## src/flash_seq_consts.vh

```
`ifndef FLASH_SEQ_CONSTS_VH
`define FLASH_SEQ_CONSTS_VH

// opcodes and command sequence bytes
`define OP_SECTOR_ERASE      8'h7C
`define OP_PROG_THRU_BUF     8'h82
`define CHIP_ERASE_WORD      32'hC794_809A
`define PROT_PREFIX          24'h3D2A_7F
`define PROT_ENABLE_BYTE     8'hA9
`define PROT_DISABLE_BYTE    8'h9A

// protection register encoding
`define PROT_BYTE_ON         8'hFF
`define PROT_PAIR_ON         2'h3
`define PROT_0A_HI           7
`define PROT_0B_HI           5

// buffer sizes
`define BUF_SIZE_STD         264
`define BUF_SIZE_BIN         256
`define BUF_LAST_STD         9'h107
`define BUF_LAST_BIN         9'h0FF

// timing, times in microseconds, clock in MHz
`define CLK_MHZ              100
`define SECTOR_ERASE_TIME_US 1000000
`define CHIP_ERASE_TIME_US   4000000
`define PAGE_PROG_TIME_US    40000
`define SECTOR_ERASE_CYCLES  (`SECTOR_ERASE_TIME_US * `CLK_MHZ)
`define CHIP_ERASE_CYCLES    (`CHIP_ERASE_TIME_US * `CLK_MHZ)
`define PAGE_PROG_CYCLES     (`PAGE_PROG_TIME_US * `CLK_MHZ)

`endif

```

## src/flash_erase_program_protect_seq.v

```verilog
// Behaviour
// - std mode small sector erase, 7CH, PA9-PA3
// - std mode big sector erase, 7CH, PA9-PA7
// - binary mode small sector erase, A17-A11
// - binary mode big sector erase, A17-A15
// - sector from top page bits, bit3 splits 0
// - one sector erased per command
// - sector erase starts on cs rise, busy
// - chip erase only from C7 94 80 9A
// - bytes after chip erase bytes ignored
// - chip erase starts on cs release, busy
// - chip erase skips protected or locked sectors
// - write protect deferred until erase completes
// - std program, 82H, 10 page, 9 offset
// - binary program, 82H, 10 page, 8 offset
// - data bytes fill buffer, wrap to zero
// - cs rise erases then programs page, busy
// - 3D 2A 7F A9 enables protection
// - 3D 2A 7F 9A disables unless write protect low
// - software protection off after power up
// - status shows protection enabled, either method
// - FFH byte protects sector, 00H not
// - write protect alone enables protection
`include "flash_seq_consts.vh"

module flash_erase_program_protect_seq #(
  parameter BUF_DEPTH           = `BUF_SIZE_STD,
  parameter SECTOR_ERASE_CYCLES = `SECTOR_ERASE_CYCLES,
  parameter CHIP_ERASE_CYCLES   = `CHIP_ERASE_CYCLES,
  parameter PAGE_PROG_CYCLES    = `PAGE_PROG_CYCLES
) (
  // clock and reset
  input  wire        REF_CLK,
  input  wire        RST,
  // serial command pins
  input  wire        CS_N,
  input  wire        SCK,
  input  wire        SI,
  input  wire        WP_N,
  // configuration
  input  wire        PAGE_256,
  input  wire [63:0] PROT_REG,
  input  wire [8:0]  LOCKED,
  // status
  output reg         BUSY,
  output reg         PROT_ENABLED,
  // array control
  output reg         ERASE_START,
  output reg  [8:0]  ERASE_MASK,
  output reg         PROG_START,
  output reg  [9:0]  PROG_PAGE,
  // buffer readout for the array programmer
  input  wire [8:0]  BUF_RADDR,
  output reg  [7:0]  BUF_RDATA
);

  localparam ST_IDLE = 2'b01;
  localparam ST_RUN  = 2'b10;

  // pin synchronisers, third stage only for edge finding
  reg        cs_s1;
  reg        cs_s2;
  reg        cs_s3;
  reg        sck_s1;
  reg        sck_s2;
  reg        sck_s3;
  reg        si_s1;
  reg        si_s2;
  reg        wp_s1;
  reg        wp_s2;

  reg  [2:0]  bit_cnt;
  reg  [2:0]  byte_cnt;
  reg  [6:0]  shift;
  reg  [31:0] cmd_word;
  reg  [8:0]  wr_ptr;
  reg  [7:0]  buf_mem [0:BUF_DEPTH-1];
  reg  [1:0]  state;
  reg  [31:0] timer;
  reg         sw_prot;
  reg         hw_prot;

  wire        sck_rise;
  wire        cs_rise;
  wire        cs_fall;
  wire        byte_done;
  wire [7:0]  byte_val;
  wire [8:0]  buf_last;
  wire [7:0]  opcode;
  wire [9:0]  page;
  wire [8:0]  target;
  wire [8:0]  sect_spec;
  wire [8:0]  sect_prot;
  wire        whole_cmd;
  wire        idle;
  wire [8:0]  start_offset;
  wire        prot_on;
  wire        target_free;
  wire        launch;
  wire        cmd_chip_erase;
  wire        cmd_sector_erase;
  wire        cmd_program;
  wire        cmd_prot_enable;
  wire        cmd_prot_disable;
  wire        data_byte;
  reg  [8:0]  next_wr_ptr;

  assign sck_rise  = sck_s2 & ~sck_s3;
  assign cs_rise   = cs_s2 & ~cs_s3;
  assign cs_fall   = ~cs_s2 & cs_s3;
  assign byte_done = sck_rise & ~cs_s2 & (bit_cnt == 3'd7);
  assign byte_val  = {shift, si_s2};
  assign buf_last  = PAGE_256 ? `BUF_LAST_BIN : `BUF_LAST_STD;
  assign opcode    = cmd_word[31:24];
  assign idle      = (state == ST_IDLE);
  assign whole_cmd = (byte_cnt == 3'd4) & (bit_cnt == 3'd0);
  assign prot_on   = sw_prot | hw_prot;

  // page bits sit one place higher in the 264-byte mode
  assign page = PAGE_256 ? cmd_word[17:8] : cmd_word[18:9];

  // the offset is loaded while its last byte is still in the shifter
  assign start_offset = PAGE_256 ? {1'b0, byte_val} : {cmd_word[0], byte_val};

  // index 0 is sector 0a, 1 is 0b, 2..8 are sectors 1..7
  function [8:0] sector_of;
    input [9:0] pg;
    begin
      sector_of = 9'h000;
      if (pg[9:7] == 3'd0)
        sector_of[pg[3]] = 1'b1;
      else
        sector_of[{1'b0, pg[9:7]} + 4'd1] = 1'b1;
    end
  endfunction

  assign target = sector_of(page);

  assign sect_spec[0] = PROT_REG[`PROT_0A_HI -: 2] == `PROT_PAIR_ON;
  assign sect_spec[1] = PROT_REG[`PROT_0B_HI -: 2] == `PROT_PAIR_ON;

  genvar k;
  generate
    for (k = 1; k < 8; k = k + 1)
    begin : g_spec
      assign sect_spec[k+1] = PROT_REG[8*k+7 -: 8] == `PROT_BYTE_ON;
    end
  endgenerate

  assign sect_prot = LOCKED | (prot_on ? sect_spec : 9'h000);

  // commands act only on a whole command seen as chip select rises while idle
  assign launch           = cs_rise & whole_cmd & idle;
  // a protected target drops the command outright, so busy never shows for it
  assign target_free      = ~|(target & sect_prot);
  assign cmd_chip_erase   = (cmd_word == `CHIP_ERASE_WORD);
  assign cmd_sector_erase = (opcode == `OP_SECTOR_ERASE) & target_free;
  assign cmd_program      = (opcode == `OP_PROG_THRU_BUF) & target_free;
  assign cmd_prot_enable  = (cmd_word == {`PROT_PREFIX, `PROT_ENABLE_BYTE});
  assign cmd_prot_disable = (cmd_word == {`PROT_PREFIX, `PROT_DISABLE_BYTE}) & wp_s2;
  assign data_byte        = byte_done & (byte_cnt == 3'd4) & idle &
                            (opcode == `OP_PROG_THRU_BUF);

  always @(posedge REF_CLK or posedge RST)
  begin
    if (RST)
    begin
      cs_s1  <= 1'b1;
      cs_s2  <= 1'b1;
      cs_s3  <= 1'b1;
      sck_s1 <= 1'b0;
      sck_s2 <= 1'b0;
      sck_s3 <= 1'b0;
      si_s1  <= 1'b0;
      si_s2  <= 1'b0;
      wp_s1  <= 1'b1;
      wp_s2  <= 1'b1;
    end
    else
    begin
      cs_s1  <= CS_N;
      cs_s2  <= cs_s1;
      cs_s3  <= cs_s2;
      sck_s1 <= SCK;
      sck_s2 <= sck_s1;
      sck_s3 <= sck_s2;
      si_s1  <= SI;
      si_s2  <= si_s1;
      wp_s1  <= WP_N;
      wp_s2  <= wp_s1;
    end
  end

  // serial deserialiser, mode 0 and 3, input taken on sck rise
  always @(posedge REF_CLK or posedge RST)
  begin
    if (RST)
    begin
      bit_cnt  <= 3'd0;
      byte_cnt <= 3'd0;
      shift    <= 7'h00;
      cmd_word <= 32'h0000_0000;
    end
    else if (cs_fall)
    begin
      bit_cnt  <= 3'd0;
      byte_cnt <= 3'd0;
    end
    else if (sck_rise & ~cs_s2)
    begin
      bit_cnt <= bit_cnt + 3'd1;
      shift   <= {shift[5:0], si_s2};
      if (byte_done & (byte_cnt != 3'd4))
      begin
        cmd_word <= {cmd_word[23:0], byte_val};
        byte_cnt <= byte_cnt + 3'd1;
      end
    end
  end

  // an offset past the buffer end falls back to zero after one byte
  always @*
  begin
    next_wr_ptr = wr_ptr + 9'h001;
    if (wr_ptr >= buf_last)
      next_wr_ptr = 9'h000;
  end

  // buffer fill, only while a program command is streaming data
  always @(posedge REF_CLK or posedge RST)
  begin
    if (RST)
      wr_ptr <= 9'h000;
    else if (byte_done & (byte_cnt == 3'd3))
      wr_ptr <= start_offset;
    else if (data_byte)
      wr_ptr <= next_wr_ptr;
  end

  // storage has no reset; its contents are undefined until written
  always @(posedge REF_CLK)
  begin
    if (data_byte)
      buf_mem[wr_ptr] <= byte_val;
  end

  always @(posedge REF_CLK or posedge RST)
  begin
    if (RST)
      BUF_RDATA <= 8'h00;
    else
      BUF_RDATA <= buf_mem[BUF_RADDR];
  end

  // write protect only takes effect between operations
  always @(posedge REF_CLK or posedge RST)
  begin
    if (RST)
      hw_prot <= 1'b0;
    else if (idle)
      hw_prot <= ~wp_s2;
  end

  always @(posedge REF_CLK or posedge RST)
  begin
    if (RST)
      PROT_ENABLED <= 1'b0;
    else
      PROT_ENABLED <= prot_on;
  end

  // command launch on chip-select release, ignored while busy
  always @(posedge REF_CLK or posedge RST)
  begin
    if (RST)
    begin
      state       <= ST_IDLE;
      timer       <= 32'h0000_0000;
      sw_prot     <= 1'b0;
      BUSY        <= 1'b0;
      ERASE_START <= 1'b0;
      ERASE_MASK  <= 9'h000;
      PROG_START  <= 1'b0;
      PROG_PAGE   <= 10'h000;
    end
    else
    begin
      ERASE_START <= 1'b0;
      PROG_START  <= 1'b0;
      case (state)
        ST_IDLE:
        begin
          if (launch)
          begin
            if (cmd_chip_erase)
            begin
              ERASE_START <= 1'b1;
              ERASE_MASK  <= ~sect_prot;
              timer       <= CHIP_ERASE_CYCLES;
              BUSY        <= 1'b1;
              state       <= ST_RUN;
            end
            else if (cmd_sector_erase)
            begin
              ERASE_START <= 1'b1;
              ERASE_MASK  <= target;
              timer       <= SECTOR_ERASE_CYCLES;
              BUSY        <= 1'b1;
              state       <= ST_RUN;
            end
            else if (cmd_program)
            begin
              PROG_START <= 1'b1;
              PROG_PAGE  <= page;
              timer      <= PAGE_PROG_CYCLES;
              BUSY       <= 1'b1;
              state      <= ST_RUN;
            end
            else if (cmd_prot_enable)
              sw_prot <= 1'b1;
            else if (cmd_prot_disable)
              sw_prot <= 1'b0;
          end
        end
        ST_RUN:
        begin
          if (timer <= 32'h0000_0001)
          begin
            timer <= 32'h0000_0000;
            BUSY  <= 1'b0;
            state <= ST_IDLE;
          end
          else
            timer <= timer - 32'h0000_0001;
        end
        default:
        begin
          state <= ST_IDLE;
          BUSY  <= 1'b0;
        end
      endcase
    end
  end

endmodule // flash_erase_program_protect_seq

```

## config.mk

```make
export PLATFORM = sky130hd
export DESIGN_NAME = flash_erase_program_protect_seq
export DESIGN_NICKNAME = d
export VERILOG_FILES = /design/src/flash_erase_program_protect_seq.v
export VERILOG_INCLUDE_DIRS = /design/src
export SDC_FILE = /design/constraint.sdc
export NUM_CORES = 2
export LEC_CHECK = 0
export BUFFER_PORTS_ARGS = -buffer_cell sky130_fd_sc_hd__buf_4
export CAP_MARGIN = 10
export CORE_MARGIN = 10
export CORE_UTILIZATION = 55
export CTS_BUF_LIST = sky130_fd_sc_hd__clkbuf_4 sky130_fd_sc_hd__clkbuf_8
export DETAILED_ROUTE_END_ITERATION = 7
export PLACE_DENSITY = 0.8
export SLEW_MARGIN = 20
export SYNTH_ARGS = -nofsm -noshare
export SYNTH_HDL_FRONTEND = slang
export SYNTH_SLANG_ARGS = --single-unit
```

## constraint.sdc

```tcl
create_clock -name REF_CLK -period 4 [get_ports REF_CLK]
set_input_delay 0.4 -clock REF_CLK [delete_from_list [all_inputs] [get_ports REF_CLK]]
set_output_delay 0.4 -clock REF_CLK [all_outputs]
set_load 0.05 [all_outputs]
```

== Word-level counts from Yosys, hierarchy flattened ==
Memory sizes are Yosys's and may differ from the RTL's. A register that Yosys moved wholly into a read port is not among the register bits.
Index checks and enable logic that the tools add are counted.

* Flip-flop bits (word level): 123
* Bits in writable memories: 2112
* Logic and storage cells: 158
* Memories: 1

* $add $sub $neg: 5
* Magnitude comparators: 6
* Equality and inequality tests: 23
* Mux-type cells: 50
* Bitwise gates (word level): 28
* Reductions and logical operators: 20

{| class="wikitable"
|+ Memory list
! name !! depth !! width !! read ports !! clocked after memory_dff !! wr ports !! RTL line !! source
|-
| buf_mem || 264 || 8 || 1 || 1 || 1 || flash_erase_program_protect_seq.v:77 || <nowiki>reg [7:0] buf_mem [0:BUF_DEPTH-1];</nowiki>
|}

{| class="wikitable"
|+ Operators by type and width
! operator !! count
|-
| 2-to-1 mux 32 bit || 5
|-
| 2-to-1 mux 9 bit || 9
|-
| == test 32 x 30 -> 1 bit, second input constant || 2
|-
| == test 8 bit, second input constant || 8
|-
| case mux 32 bit (2 select lines) || 1
|-
| == test 32 bit, second input constant || 1
|-
| less-or-equal comparator 32 x 1 -> 1 bit, second input constant || 1
|-
| subtractor 32 x 1 -> 32 bit, second input constant || 1
|-
| 2-to-1 mux 1 bit || 20
|-
| bitwise AND 1 bit || 16
|-
| 2-to-1 mux 3 bit || 5
|-
| AND reduction 3 bit || 4
|-
| nonzero test 2 bit || 6
|-
| 2-to-1 mux 10 bit || 1
|-
| 2-to-1 mux 2 bit || 5
|-
| adder 9 x 1 -> 9 bit, second input constant || 1
|-
| bitwise AND 9 bit || 1
|-
| >= comparator 9 bit || 1
|-
| inverter 9 bit || 1
|-
| bitwise OR 9 bit || 1
|-
| OR reduction 9 bit || 1
|-
| == test 8 x 7 -> 1 bit, second input constant || 1
|-
| inverter 1 bit || 8
|-
| adder 3 x 1 -> 3 bit, second input constant || 2
|-
| other kinds (24) || 30
|}

== Longest topological paths before layout ==
* Depth in word-level cells: 16
* Mapped depth: 12
* Mapped depth without buffers: 9

== Worst setup path after synthesis ==
No wires, ideal clock.

* Kind: register to register
* Start: register shift[0]
* End: memory buf_mem[0][1] (data pin)
* Data arrival time: 3.307 ns
* Data required time: 3.171 ns
* Path slack: -0.136 ns
* Stages on the path, launching flop included: 1
* Path buffers: 0
* Cells stage by stage: dfrtp_1

{| class="wikitable"
|+ RTL lines
! item !! RTL line !! source
|-
| from (decl) || flash_erase_program_protect_seq.v:74 || <nowiki>reg [6:0] shift;</nowiki>
|-
| from (signal assigned) || flash_erase_program_protect_seq.v:212 || <nowiki>shift <= {shift[5:0], si_s2};</nowiki>
|-
| to (decl) || flash_erase_program_protect_seq.v:77 ||
|}

No word-level cell before the write port.

== Worst setup path after layout ==
* Start: register cmd_word[27]
* End: memory buf_mem[129][0] (enable)

* Word-level cells in the longest chain between the ends: 4

{| class="wikitable"
|+ RTL lines
! item !! RTL line !! source
|-
| from (decl) || flash_erase_program_protect_seq.v:75 || <nowiki>reg [31:0] cmd_word;</nowiki>
|-
| from (signal assigned) || flash_erase_program_protect_seq.v:215 || <nowiki>cmd_word <= {cmd_word[23:0], byte_val};</nowiki>
|-
| == test 8 bit (no line) || n/a ||
|-
| bitwise AND 1 bit || flash_erase_program_protect_seq.v:161 || <nowiki>assign data_byte = byte_done & (byte_cnt == 3'd4) & idle &</nowiki>
|-
| 2-to-1 mux 1 bit || flash_erase_program_protect_seq.v:243 || <nowiki>if (data_byte)</nowiki>
|-
| 2-to-1 mux 1 bit (not written as such) || flash_erase_program_protect_seq.v:244 || <nowiki>buf_mem[wr_ptr] <= byte_val;</nowiki>
|}

Every way passes these cells.

==> results.md <==
* Outcome: finished clean
* CTS tree: yes
* Cells after DPL at just under 7,000
* P_sw at 0.0113 W
* Post-synth top area share at between 70% and 80%
* Crit Path Category: reg2reg
* Synth-to-layout area growth at 14.8%
* Clock slew at reported path FFs at roughly 0.06 ns
* Clock power share at ~38%
* Synthesized cell area at between 80,000 and 90,000 µm²
* Worst path cell trace: nor4b_2 -> nand3_1 -> or3_1 -> nor4b_1 -> buf_4 -> nand2_1 -> buf_4 -> nor2_1 -> buf_4
* Number of flops mapped to enable cells by yosys at about 2,100
* Clock Skew at between 0.1 and 0.15 ns
* Pint at 0.0380 W
* Tmin final at roughly 3.6 ns
* Comb pwr share at about 6.7%
* RSZ-0062 raised after global routing: no
* Avg Cell Area, Syn at approximately 20 µm²
* Primary FF master, synth: edfxtp_1
* Largest area contributor in the synthesized netlist: edfxtp_1
* DRC viols at 0
* Fraction of registers with async set/reset at slightly below 6%
* First-pass GRT wire length at about 310 mm
* Row count at 147
* Area post-placement at ~94,000 µm²
* WL final at 204 mm
* DR WL/cell at about 28 µm
* Top-count cell post-synth: edfxtp_1
* Hold Crit Class: in2async
* Relative slew slack at between 20 and 25%
* Total GRT Usage at 22.8%
* Vias in the first global route at 47,660
* Syn_nets at 4,446
* Port buffer count at between 100 and 150
* Worst-path fanout max at 10
* Non-filler instance count after layout at approximately 7,400
* CTS Buffer Depth at 4
* Slew @ Worst Pin at between 1 and 1.5 ns
* DRT iter0 DRCs at roughly 6,000
* DIE AREA at between 150,000 and 200,000 µm²
* Synth warn at 0
* Ratio of cells with drive above 1 in the final layout at 33.6%
* Final HPWL DP at around 130 mm
* Via density per instance at roughly 6.2
* Cells after Synth at 4,337
* Clock Latency Late Sink at roughly 1.1 ns
* Req. time, crit path at 4.66 ns
* Final setup TNS at 0 ns
* Switching share of power at 22.9%
* Max incr delay on CP at between 0.6 and 0.7 ns
* Core Area at about 160,000 µm²
* GP Congestion at ~0.91
* Setup repair bufs after CTS at 0
* Hold Slack at between 0.06 and 0.07 ns
* IO Pins at 120
* CP arrival at between 4 and 5 ns
* Final Instance Area at around 100,000 µm²
* Tcrit/Tclk final at 89.9%
* Top post-synthesis cells by count: edfxtp_1, mux4_2, nor2_1, nand2_1, o21ai_0
* Vias at around 46,000
* Area contributors post-synth: edfxtp_1, mux4_2, dfrtp_1
* Pleak at ~34 nW
* H-Tree Depth at 5
* Die height at about 420 µm
* Register area share after synthesis at about three quarters
* Final number of setup-violating endpoints at 0
* VDD IR max at roughly 0.41 mV
* CP max stage cell: or3_1
* First-pass detailed-route iteration total at 6
* Largest net degree at the start of global routing at roughly 170
* Final net count at a little over 5,000
* Cell mode on critical path: buf_4
* CTS Buf Count at 360
* Sequential share of power at 55.7%
* PD cells at 486 nW/µm²
* Max-Cap Viols at 0
* FMAX at between 200 and 300 MHz
* Clock sinks at about 2,200
* CTS root buf: clkbuf_8
* Synth cell types at 79
* Initial Util at a little under three fifths
* Antenna violations before repair at 4
* Number of synthesized register bits at around 2,200
* Gr ovfl total at 0
* Antenna Violating Nets Remaining at 0
* Worst Setup End Kind: register
* Final Hold Viols at 0
* Worst Setup Start Kind: register
* Slew Viols, Final at 0
* Die X at around 420 µm
[logic make-up (layout without fill, tap and decap cells)]
kind of cell | after synthesis | in the layout | share of synthesized area [%]
flops | 2242 | 2242 | 75.4
mux | 775 | 775 | 16.4
simple gates | 627 | 627 | 3.31
compound gates | 395 | 395 | 3.12
buf+inv | 278 | 1212 | 1.43
fa+ha+maj | 20 | 20 | 0.283
other cells | 0 | 4 | 0
[power groups by stage]
stage	logic [W]	clock network, W	registers (W)
global route	0.00349	0.0199	0.0275
detailed placement	0.00316	0	0.0281
finish	0.00330	0.0185	0.0275
CTS	0.00318	0.0188	0.0276
floorplan	0.00112	0	0.0288
global placement	0.00301	0	0.0280
[layout by cell type (no fill, tap or decap), drive strengths merged, types with 29 or more instances in the layout]
master,count
o21ai,130
a221oi,44
buf,543
nand2,136
mux2,122
mux2i,125
dfrtp,124
clkbuf,476
clkinv,127
dlygate4sd3,29
nor4,32
nor2,318
o221ai,56
mux4,528
a21oi,32
edfxtp,2112
[per-layer routing]
layer | track usage [%] | vias to the layer above | part of all wire [%]
met3 | 5.79 | 468 | 11
met5 | 0 | - | 0.0059
met4 | 8.80 | 2 | 3.7
met1 | 30.1 | 23698 | 36
li1 | - | 19369 | -
met2 | 36.8 | 2792 | 49
[path summary, 6_finish.rpt]
kind | end | depth (start not counted) | start | slack, ns
min in group REF_CLK | ERASE_MASK[3] | 6 | PROT_REG[16] | 0.10
max in group asynchronous | BUF_RDATA[6] | 4 | RST | 3.01
setup / recovery | buf_mem[129][0] | 9 | cmd_word[27] | 0.40
hold reg to reg | si_s2 | 0 | si_s1 | 0.35
setup reg to reg | buf_mem[129][0] | 9 | cmd_word[27] | 0.40
hold / removal | shift[2] | 3 | RST | 0.07
[metrics by stage]
step / total power [W] / worst slack (ns) / util, %
floorplan: 0.0299 / -0.136 / -
global placement: 0.0310 / 0.499 / 59.0
detailed placement: 0.0312 / 0.537 / 59.0
CTS: 0.0496 / 0.433 / 63.3
global route: 0.0508 / 0.258 / 63.3
finish: 0.0493 / 0.405 / 63.3
[worst max-delay path, delay by kind of cell, from the launching register on]
kind                   cells  cell delay [ns]
and+or+nand+nor            6             2.04
buffers and inverters      3             0.75
DFF                        1             0.39
[area by class of cell]
| class | count | area [µm²] |
|---|---|---|
| multi-input cells | 1817 | 20500 |
| repair buffers | 572 | 4810 |
| clock buffers | 476 | 5860 |
| well taps | 2160 | 2700 |
| fillers | 10159 | 58700 |
| diodes | 4 | 10.0 |
| flip-flops and latches | 2242 | 66700 |
| inverters | 22 | 90.1 |
| clock inverters | 142 | 811 |
[state kept, by name, indices dropped and copies added (netlist names), 3 cells and up]
| signal | flops |
|---|---|
| cmd_word | 32 |
| ERASE_MASK | 9 |
| buf_mem | 2112 |
| bit_cnt | 3 |
| shift | 7 |
| BUF_RDATA | 8 |
| byte_cnt | 3 |
| timer | 32 |
| PROG_PAGE | 10 |
| wr_ptr | 9 |
[repair_timing]
| action | 4_1_cts | 5_1_grt |
|---|---|---|
| hold buffers | 29 | 0 |
| gates resized for setup | 0 | 0 |
| endpoints found under the hold margin | 138 | 0 |
| endpoints found under the setup margin | 0 | 0 |
Power figures use the tool's default switching activity.
